===== src/core/audsf_pkg.sv =====
// package for the audio serial fifo status block: offsets, fields, types
package audsf_pkg;

   // -------------------------------------------------------------------
   // fifo geometry
   // -------------------------------------------------------------------
   localparam int unsigned AUDSF_DEPTH    = 32;
   localparam logic [5:0]  AUDSF_FULL_CNT = 6'h20;
   localparam logic [5:0]  AUDSF_ZERO_CNT = 6'h00;

   // -------------------------------------------------------------------
   // register byte offsets
   // -------------------------------------------------------------------
   localparam logic [7:0] AUDSF_OFS_CTRL     = 8'h00;
   localparam logic [7:0] AUDSF_OFS_INT_STAT = 8'h04;
   localparam logic [7:0] AUDSF_OFS_INT_MASK = 8'h08;
   localparam logic [7:0] AUDSF_OFS_FSTATE   = 8'h14;
   localparam logic [7:0] AUDSF_OFS_TX_PORT  = 8'h18;
   localparam logic [7:0] AUDSF_OFS_RX_PORT  = 8'h1C;
   localparam logic [7:0] AUDSF_OFS_THRESH   = 8'h24;

   // -------------------------------------------------------------------
   // field positions
   // -------------------------------------------------------------------
   localparam int unsigned AUDSF_FS_RXF   = 0;   // rx_threshold_flag
   localparam int unsigned AUDSF_FS_RXC   = 8;   // rx_fill_count lsb
   localparam int unsigned AUDSF_FS_TXF   = 16;  // tx_space_flag
   localparam int unsigned AUDSF_FS_TXC   = 24;  // tx_fill_count lsb
   localparam int unsigned AUDSF_TH_RX    = 0;   // rx_threshold_setting lsb
   localparam int unsigned AUDSF_TH_TX    = 8;   // tx_threshold_setting lsb
   localparam int unsigned AUDSF_CT_RXON  = 0;   // receive_on
   localparam int unsigned AUDSF_CT_TXON  = 1;   // transmit_on
   localparam int unsigned AUDSF_CT_PAD   = 2;   // padding configured
   localparam int unsigned AUDSF_CT_ALIGN = 3;   // data_alignment_select
   localparam int unsigned AUDSF_IRQ_W    = 5;   // events: rxth, txsp, rxov, txun, idle

   // -------------------------------------------------------------------
   // reset values and link word shape
   // -------------------------------------------------------------------
   localparam logic [3:0] AUDSF_CTRL_RST   = 4'h0;
   localparam logic [4:0] AUDSF_TH_RST     = 5'h00;
   localparam logic [4:0] AUDSF_MASK_RST   = 5'h00;
   localparam logic [4:0] AUDSF_DATA_LAST  = 5'h0F;  // 16 data bits per word
   localparam logic [4:0] AUDSF_PAD_LAST   = 5'h0F;  // 16 padding bits per slot

   // -------------------------------------------------------------------
   // types
   // -------------------------------------------------------------------
   typedef enum logic [1:0] {AUDSF_LNK_IDLE, AUDSF_LNK_DATA, AUDSF_LNK_PAD} audsf_lnk_st_t;

   typedef struct packed {
      logic        push;
      logic        pop;
      logic [31:0] wdata;
   } audsf_fifo_req_t;

   // mapped register offsets answer without error
   function automatic logic audsf_mapped(input logic [7:0] addr);
      return (addr == AUDSF_OFS_CTRL) || (addr == AUDSF_OFS_INT_STAT) ||
             (addr == AUDSF_OFS_INT_MASK) || (addr == AUDSF_OFS_FSTATE) ||
             (addr == AUDSF_OFS_TX_PORT) || (addr == AUDSF_OFS_RX_PORT) ||
             (addr == AUDSF_OFS_THRESH);
   endfunction

endpackage


===== src/core/audsf_sync.sv =====
// two-flop synchroniser for the link pins
`timescale 1ns/1ps
module audsf_sync
   import audsf_pkg::*;
(
   input  wire logic       i_clk_sys,
   input  wire logic       i_rst_b,
   input  wire logic [1:0] i_async,
   output logic      [1:0] o_sync
);

   typedef struct packed {
      logic [1:0] s1;
      logic [1:0] s2;
   } audsf_sync_st_t;

   audsf_sync_st_t q;
   audsf_sync_st_t d;

   // -------------------------------------------------------------------
   // first stage feeds only the second
   // -------------------------------------------------------------------
   always_comb begin
      d    = q;
      d.s1 = i_async;
      d.s2 = q.s1;
   end

   always_ff @(posedge i_clk_sys or negedge i_rst_b) begin
      if (!i_rst_b) begin
         q <= '0;
      end else begin
         q <= d;
      end
   end

   assign o_sync = q.s2;

endmodule


===== src/core/audsf_fifo.sv =====
// thirty-two word flip-flop fifo with fill count
`timescale 1ns/1ps
module audsf_fifo
   import audsf_pkg::*;
(
   input  wire logic      i_clk_sys,
   input  wire logic      i_rst_b,
   input  audsf_fifo_req_t i_req,
   output logic [31:0]    o_head,
   output logic [5:0]     o_count
);

   typedef struct packed {
      logic [AUDSF_DEPTH-1:0][31:0] mem;
      logic [4:0]                   wr_ptr;
      logic [4:0]                   rd_ptr;
      logic [5:0]                   count;
   } audsf_fifo_st_t;

   audsf_fifo_st_t q;
   audsf_fifo_st_t d;
   logic           push_ok;
   logic           pop_ok;

   // -------------------------------------------------------------------
   // push to tail, pop from head, count follows both
   // -------------------------------------------------------------------
   always_comb begin
      d       = q;
      push_ok = i_req.push && (q.count != AUDSF_FULL_CNT);
      pop_ok  = i_req.pop && (q.count != AUDSF_ZERO_CNT);
      if (push_ok) begin
         d.mem[q.wr_ptr] = i_req.wdata;
         d.wr_ptr        = q.wr_ptr + 5'h01;
      end
      if (pop_ok) begin
         d.rd_ptr = q.rd_ptr + 5'h01;
      end
      d.count = q.count + {5'h00, push_ok} - {5'h00, pop_ok};
   end

   always_ff @(posedge i_clk_sys or negedge i_rst_b) begin
      if (!i_rst_b) begin
         q <= '0;
      end else begin
         q <= d;
      end
   end

   assign o_head  = q.mem[q.rd_ptr];
   assign o_count = q.count;

endmodule


===== src/core/audsf_top.sv =====
// audio serial fifo status block: apb registers, fifos, link word sequencer
//
// Summary of operation
// - rx flag high when fill exceeds setting
// - rx flag sets automatically, software write clears
// - rx fill count readable in bits 13:8
// - tx flag high when free space exceeds setting
// - tx flag sets on bus clock, software clears
// - tx fill count readable in bits 29:24
// - unused status bits read zero, writes ignored
// - last data bit with padding enters padding
// - stop goes idle unless alignment with both off
//
// The APB slave port and the register offsets were decided locally.
`timescale 1ns/1ps
module audsf_top
   import audsf_pkg::*;
(
   input  wire logic        i_clk_sys,
   input  wire logic        i_rst_b,
   input  wire logic        i_psel,
   input  wire logic        i_penable,
   input  wire logic        i_pwrite,
   input  wire logic [7:0]  i_paddr,
   input  wire logic [31:0] i_pwdata,
   output logic      [31:0] o_prdata,
   output logic             o_pready,
   output logic             o_pslverr,
   output logic             o_irq,
   input  wire logic        i_lnk_sck,
   input  wire logic        i_lnk_rxd,
   output logic             o_lnk_txd,
   output logic             o_idle_status
);

   // -------------------------------------------------------------------
   // state of the block
   // -------------------------------------------------------------------
   typedef struct packed {
      logic                   rx_on;
      logic                   tx_on;
      logic                   pad_en;
      logic                   align_sel;
      logic [4:0]             rx_th;
      logic [4:0]             tx_th;
      logic                   rx_flag;
      logic                   tx_flag;
      logic [AUDSF_IRQ_W-1:0] int_stat;
      logic [AUDSF_IRQ_W-1:0] int_mask;
      logic                   irq;
      logic                   pready;
      logic [31:0]            prdata;
      logic                   pslverr;
      logic                   pop_ok;
      logic                   sck_prev;
      audsf_lnk_st_t          lnk_st;
      logic [4:0]             bit_cnt;
      logic [15:0]            tx_sh;
      logic [15:0]            rx_sh;
      logic                   txd;
      logic                   idle;
   } audsf_top_st_t;

   audsf_top_st_t          q;
   audsf_top_st_t          d;
   audsf_fifo_req_t        tx_req;
   audsf_fifo_req_t        rx_req;
   logic [31:0]            tx_head;
   logic [31:0]            rx_head;
   logic [5:0]             tx_cnt;
   logic [5:0]             rx_cnt;
   logic [5:0]             tx_free;
   logic [1:0]             lnk_sync;
   logic                   sck_s;
   logic                   rxd_s;
   logic                   sck_rise;
   logic                   sck_fall;
   logic                   setup;
   logic                   done;
   logic                   wr_done;
   logic                   rx_cond;
   logic                   tx_cond;
   logic                   stop_req;
   logic                   load_word;
   logic [AUDSF_IRQ_W-1:0] ev;
   logic [AUDSF_IRQ_W-1:0] w1c;

   // -------------------------------------------------------------------
   // sub-blocks
   // -------------------------------------------------------------------
   audsf_sync u_sync (
      .i_clk_sys (i_clk_sys),
      .i_rst_b   (i_rst_b),
      .i_async   ({i_lnk_sck, i_lnk_rxd}),
      .o_sync    (lnk_sync)
   );

   audsf_fifo u_tx_fifo (
      .i_clk_sys (i_clk_sys),
      .i_rst_b   (i_rst_b),
      .i_req     (tx_req),
      .o_head    (tx_head),
      .o_count   (tx_cnt)
   );

   audsf_fifo u_rx_fifo (
      .i_clk_sys (i_clk_sys),
      .i_rst_b   (i_rst_b),
      .i_req     (rx_req),
      .o_head    (rx_head),
      .o_count   (rx_cnt)
   );

   // -------------------------------------------------------------------
   // link edges, bus phases and threshold conditions
   // -------------------------------------------------------------------
   assign sck_s    = lnk_sync[1];
   assign rxd_s    = lnk_sync[0];
   assign sck_rise = sck_s && !q.sck_prev;
   assign sck_fall = !sck_s && q.sck_prev;
   assign setup    = i_psel && !i_penable;
   assign done     = i_psel && i_penable && q.pready;
   assign wr_done  = done && i_pwrite;
   assign tx_free  = AUDSF_FULL_CNT - tx_cnt;
   assign rx_cond  = rx_cnt > {1'b0, q.rx_th};
   assign tx_cond  = tx_free > {1'b0, q.tx_th};
   assign stop_req = !q.tx_on && !q.rx_on;

   // -------------------------------------------------------------------
   // next-state logic
   // -------------------------------------------------------------------
   always_comb begin
      d            = q;
      tx_req       = '0;
      rx_req       = '0;
      ev           = '0;
      w1c          = '0;
      load_word    = 1'b0;
      d.sck_prev   = sck_s;

      // apb: no wait state, answer in the first access cycle
      d.pready  = setup;
      d.pslverr = setup && !audsf_mapped(i_paddr);
      d.prdata  = '0;
      d.pop_ok  = 1'b0;
      if (setup && !i_pwrite) begin
         unique case (i_paddr)
            AUDSF_OFS_CTRL: begin
               d.prdata[AUDSF_CT_RXON]  = q.rx_on;
               d.prdata[AUDSF_CT_TXON]  = q.tx_on;
               d.prdata[AUDSF_CT_PAD]   = q.pad_en;
               d.prdata[AUDSF_CT_ALIGN] = q.align_sel;
            end
            AUDSF_OFS_INT_STAT: d.prdata[AUDSF_IRQ_W-1:0] = q.int_stat;
            AUDSF_OFS_INT_MASK: d.prdata[AUDSF_IRQ_W-1:0] = q.int_mask;
            AUDSF_OFS_FSTATE: begin
               d.prdata[AUDSF_FS_RXF]                 = q.rx_flag;
               d.prdata[AUDSF_FS_RXC +: 6]            = rx_cnt;
               d.prdata[AUDSF_FS_TXF]                 = q.tx_flag;
               d.prdata[AUDSF_FS_TXC +: 6]            = tx_cnt;
            end
            AUDSF_OFS_RX_PORT: begin
               d.prdata = rx_head;
               d.pop_ok = rx_cnt != AUDSF_ZERO_CNT;
            end
            AUDSF_OFS_THRESH: begin
               d.prdata[AUDSF_TH_RX +: 5] = q.rx_th;
               d.prdata[AUDSF_TH_TX +: 5] = q.tx_th;
            end
            default: d.prdata = '0;
         endcase
      end else if (done) begin
         d.prdata = q.prdata;
      end

      // register writes take effect at the completing edge
      rx_req.pop = done && !i_pwrite && (i_paddr == AUDSF_OFS_RX_PORT) && q.pop_ok;
      if (wr_done) begin
         unique case (i_paddr)
            AUDSF_OFS_CTRL: begin
               d.rx_on     = i_pwdata[AUDSF_CT_RXON];
               d.tx_on     = i_pwdata[AUDSF_CT_TXON];
               d.pad_en    = i_pwdata[AUDSF_CT_PAD];
               d.align_sel = i_pwdata[AUDSF_CT_ALIGN];
            end
            AUDSF_OFS_INT_STAT: w1c = i_pwdata[AUDSF_IRQ_W-1:0];
            AUDSF_OFS_INT_MASK: d.int_mask = i_pwdata[AUDSF_IRQ_W-1:0];
            AUDSF_OFS_FSTATE: begin
               // writing zero clears a flag; reserved bits are ignored
               if (!i_pwdata[AUDSF_FS_RXF]) begin
                  d.rx_flag = 1'b0;
               end
               if (!i_pwdata[AUDSF_FS_TXF]) begin
                  d.tx_flag = 1'b0;
               end
            end
            AUDSF_OFS_TX_PORT: begin
               tx_req.push  = 1'b1;
               tx_req.wdata = i_pwdata;
            end
            AUDSF_OFS_THRESH: begin
               d.rx_th = i_pwdata[AUDSF_TH_RX +: 5];
               d.tx_th = i_pwdata[AUDSF_TH_TX +: 5];
            end
            default: d.rx_on = q.rx_on;
         endcase
      end

      // flags: automatic set wins over a software clear
      if (rx_cond) begin
         d.rx_flag = 1'b1;
      end
      if (tx_cond) begin
         d.tx_flag = 1'b1;
      end
      ev[0] = rx_cond && !q.rx_flag;
      ev[1] = tx_cond && !q.tx_flag;

      // link word sequencer
      unique case (q.lnk_st)
         AUDSF_LNK_IDLE: begin
            if (sck_fall && !stop_req) begin
               load_word = 1'b1;
            end
         end
         AUDSF_LNK_DATA: begin
            if (sck_rise) begin
               d.rx_sh = {q.rx_sh[14:0], rxd_s};
               if (q.bit_cnt == AUDSF_DATA_LAST && q.rx_on) begin
                  // shift register to fifo transfer at the last bit
                  rx_req.push  = 1'b1;
                  rx_req.wdata = {16'h0000, q.rx_sh[14:0], rxd_s};
                  ev[2]        = rx_cnt == AUDSF_FULL_CNT;
               end
            end
            if (sck_fall) begin
               if (q.bit_cnt == AUDSF_DATA_LAST) begin
                  d.bit_cnt = 5'h00;
                  if (stop_req) begin
                     // stop: straight to idle unless alignment keeps the slot
                     d.lnk_st = q.align_sel ? AUDSF_LNK_PAD : AUDSF_LNK_IDLE;
                     d.txd    = 1'b0;
                  end else if (q.pad_en) begin
                     d.lnk_st = AUDSF_LNK_PAD;
                     d.txd    = 1'b0;
                  end else begin
                     load_word = 1'b1;
                  end
               end else begin
                  d.bit_cnt = q.bit_cnt + 5'h01;
                  d.tx_sh   = {q.tx_sh[14:0], 1'b0};
                  d.txd     = q.tx_sh[14];
               end
            end
         end
         AUDSF_LNK_PAD: begin
            if (sck_fall) begin
               if (q.bit_cnt == AUDSF_PAD_LAST) begin
                  d.bit_cnt = 5'h00;
                  if (stop_req) begin
                     d.lnk_st = AUDSF_LNK_IDLE;
                  end else begin
                     load_word = 1'b1;
                  end
               end else begin
                  d.bit_cnt = q.bit_cnt + 5'h01;
               end
            end
         end
      endcase

      // start of a data word: take the next transmit word or zeros
      if (load_word) begin
         d.lnk_st  = AUDSF_LNK_DATA;
         d.bit_cnt = 5'h00;
         d.tx_sh   = (q.tx_on && tx_cnt != AUDSF_ZERO_CNT) ? tx_head[15:0] : 16'h0000;
         d.txd     = d.tx_sh[15];
         tx_req.pop = q.tx_on;
         ev[3]      = q.tx_on && (tx_cnt == AUDSF_ZERO_CNT);
      end
      ev[4]  = (d.lnk_st == AUDSF_LNK_IDLE) && (q.lnk_st != AUDSF_LNK_IDLE);
      d.idle = d.lnk_st == AUDSF_LNK_IDLE;

      // interrupts: sticky, write-one clears, set wins
      d.int_stat = (q.int_stat & ~w1c) | ev;
      d.irq      = |(q.int_stat & q.int_mask);
   end

   // -------------------------------------------------------------------
   // state register
   // -------------------------------------------------------------------
   always_ff @(posedge i_clk_sys or negedge i_rst_b) begin
      if (!i_rst_b) begin
         q           <= '0;
         q.rx_on     <= AUDSF_CTRL_RST[AUDSF_CT_RXON];
         q.tx_on     <= AUDSF_CTRL_RST[AUDSF_CT_TXON];
         q.pad_en    <= AUDSF_CTRL_RST[AUDSF_CT_PAD];
         q.align_sel <= AUDSF_CTRL_RST[AUDSF_CT_ALIGN];
         q.rx_th     <= AUDSF_TH_RST;
         q.tx_th     <= AUDSF_TH_RST;
         q.int_mask  <= AUDSF_MASK_RST;
         q.lnk_st    <= AUDSF_LNK_IDLE;
         q.idle      <= 1'b1;
      end else begin
         q <= d;
      end
   end

   assign o_prdata      = q.prdata;
   assign o_pready      = q.pready;
   assign o_pslverr     = q.pslverr;
   assign o_irq         = q.irq;
   assign o_lnk_txd     = q.txd;
   assign o_idle_status = q.idle;
endmodule


===== config.mk =====
export PLATFORM = sky130hd
export DESIGN_NAME = audsf_top
export DESIGN_NICKNAME = d
export VERILOG_FILES = /design/src/core/audsf_pkg.sv /design/src/core/audsf_sync.sv /design/src/core/audsf_fifo.sv /design/src/core/audsf_top.sv
export SDC_FILE = /design/constraint.sdc
export NUM_CORES = 2
export LEC_CHECK = 0
export BUFFER_PORTS_ARGS = -buffer_cell sky130_fd_sc_hd__buf_2
export CAP_MARGIN = 40
export CORE_MARGIN = 4
export CORE_UTILIZATION = 50
export CTS_BUF_LIST = sky130_fd_sc_hd__clkbuf_8
export CTS_CLUSTER_DIAMETER = 30
export DETAILED_ROUTE_END_ITERATION = 10
export PLACE_DENSITY = 0.65
export SLEW_MARGIN = 20
export SYNTH_ARGS = -nofsm -noshare
export SYNTH_HDL_FRONTEND = slang
export SYNTH_HIERARCHICAL = 1
export SYNTH_SLANG_ARGS = --single-unit

===== constraint.sdc =====
create_clock -name i_clk_sys -period 4.8 [get_ports i_clk_sys]
set_input_delay 0.48 -clock i_clk_sys [delete_from_list [all_inputs] [get_ports i_clk_sys]]
set_output_delay 0.48 -clock i_clk_sys [all_outputs]
set_load 0.01 [all_outputs]

==> metrics.txt <==
P&R area growth vs syn 15.29%; postcts setup bufs 0; Worst-path clk slew 0.05 ns; clock sink count 1674; Final HPWL DP 121600 um; Fmax achieved 254.6 MHz; share of layout cells above drive strength 1 0.4870; Critical R2R Launch q[40]; CTS buffer count 395; final setup fails 0; CP Class reg2reg; first-pass GRT wire length 313100 um; post-cts resize count 0; arrival time of the worst setup path 4.76 ns; status finished, final reports clean; row cnt 143; Req. time, crit path 5.63 ns; Psw 7889 uW; total track usage 0.2556; router iterations before antenna repair 5; grt ovf 0; Hold Path Class in2reg; Antenna Nets Post-Route 0; critical path's slowest cell nor3b_2; Hold Crit Start i_paddr[3]; htree depth 5; Syn Inst Count 5210; Worst path max stage delay 0.48 ns; Fill cells 12070; Die Area 160800 um2; Clock Power Share 0.539; Final period util 0.8184; synthesized area per cell 14.83 um2; Post-Syn Area 77240 um2; Reg2Reg Setup Slack 0.87 ns; max capacitance violation total 0; Slew @ Worst Pin 1.034 ns; max-slew violation count 0; I/O pin total 84; clk_skew 0.08615 ns; initial core utilization 0.5055; CP max FO 21; sequential power share 0.420; initial antenna violation count 5; worst path cell trace inv_1 > ha_1 > nand3b_1 > buf_4 > nor3_2 > buf_4 > inv_1 > nor3b_2 > buf_4 > nand2_2 > buf_4 > mux2_2; clk root buf clkbuf_8; WL final 206000 um; routed len/inst 26.65 um; crit end category flip-flop; worst hold path depth 3; Vias 46620; count of buffers from port buffering 68; Post-route DRC 0; DRT iter0 DRCs 3279; Gate power share 0.041; final hold slack 0.1204 ns; die width 401.0 um; Power Density 394.3 nW/um2; top cell family by delay on the critical path buffers and inverters; Worst setup SP type flip-flop; Final min period 3.928 ns; Nets 5473; Placer Congestion 0.8362; peak supply drop 0.3404 mV; unrepaired setup endpoints after global routing false; Total Neg Setup Slack 0 ns; cells on worst reg2reg path 12; CP Buf/Inv Count 6; clk_lat worst skew 1.03 ns; Hold EP q[78]; LEAKAGE 0.04113 uW; reg2reg end u_rx_fifo/q[592]; Core Region 152800 um2; largest net degree at the start of global routing 177; switch share 0.2247; die height 401.0 um; Ys Warns 6; via density per instance 6.031; Max Buffers Root-to-Sink 4; Most common cell on crit path buf_4; Slew Limit Headroom 0.3105; internal power 27230 uW; vias in the first global route 49300; Final Hold Fails 0; CTS tree built
==> routing by layer <==
layer  up-vias  wire length [um]  global-route usage
li1      19660                 -                   -
met1     25180             94380              0.3743
met2      1419             93260              0.3879
met3       367             12940             0.05113
met4         2              5388             0.07823
met5         -                11                   0
==> final cells by class <==
cell class / count / area [um2] / area share
flip-flops and latches: 1674 / 41910 / 0.4706
multi-input cells: 2987 / 32580 / 0.3658
clock buffers: 464 / 6386 / 0.07171
clock inverters: 242 / 2785 / 0.03128
repair buffers: 271 / 2633 / 0.02956
well taps: 2030 / 2540 / 0.02852
inverters: 52 / 195.2 / 0.002192
diodes: 10 / 25.02 / 0.0002810
==> per-stage QoR <==
step | util | setup slack (ns) | cell area, um2 | total power, uW | instances
finish | 0.5828 | 0.8718 | 89050 | 35120 | 7730
global route | 0.5827 | 0.7110 | 89040 | 36450 | 7723
CTS | 0.5825 | 0.9492 | 89000 | 35450 | 7718
detailed placement | 0.5205 | 0.7393 | 79530 | 16390 | 6982
global placement | 0.5173 | 0.8412 | 79040 | 16330 | 6954
floorplan | - | 1.413 | 77540 | 15830 | 5289
==> power groups by stage <==
stage | clock network, uW | logic (uW) | registers, uW
final | 18900 | 1440 | 14800
after global placement | 0 | 1360 | 15000
after CTS | 19300 | 1430 | 14800
after detailed placement | 0 | 1400 | 15000
after global routing | 20000 | 1630 | 14800
after floorplan | 0 | 944 | 14900
==> placed cells by master, fill, tap and decap left out, types with 97 or more instances in the layout <==
master,n
o221ai_1,97
a21oi_1,115
dfrtp_1,1666
mux4_2,288
inv_1,116
mux2_2,1509
a22oi_1,179
clkbuf_8,464
mux2i_1,194
buf_4,112
==> timing repair <==
item	CTS	global route
endpoints found under the hold margin	472	0
hold buffers	30	0
setup endpoints to repair	0	0
==> registers in the layout, summed over array words and instances, names as in the netlist <==
name               flops
u_sync/o_sync          2
o_pready               1
u_rx_fifo/q         1034
o_prdata              32
u_sync/d               2
o_pslverr              1
o_idle_status          1
o_lnk_txd              1
u_rx_fifo/o_count      6
q                     65
u_tx_fifo/q          522
u_tx_fifo/o_count      6
o_irq                  1
==> worst max-delay path by stage <==
stage                          start              endpoint  slack, ns  depth (start not counted)
final                          q[40]      u_rx_fifo/q[592]       0.87                         12
after global routing           q[40]      u_rx_fifo/q[231]       0.71                         11
after CTS                      q[40]      u_rx_fifo/q[225]       0.95                         11
after detailed placement  i_paddr[5]  u_rx_fifo/o_count[5]       0.74                         15
after global placement    i_paddr[5]  u_rx_fifo/o_count[5]       0.84                         15
after floorplan           i_paddr[4]  u_rx_fifo/o_count[4]       1.41                         17
==> tightest hold or removal path, delay by kind of cell <==
family / cells / cell delay, ns
muxes: 1 / 0.15
buffers and inverters: 1 / 0.23
and+or+nand+nor: 1 / 0.18
Note: power is estimated with default switching activity, not from simulation.
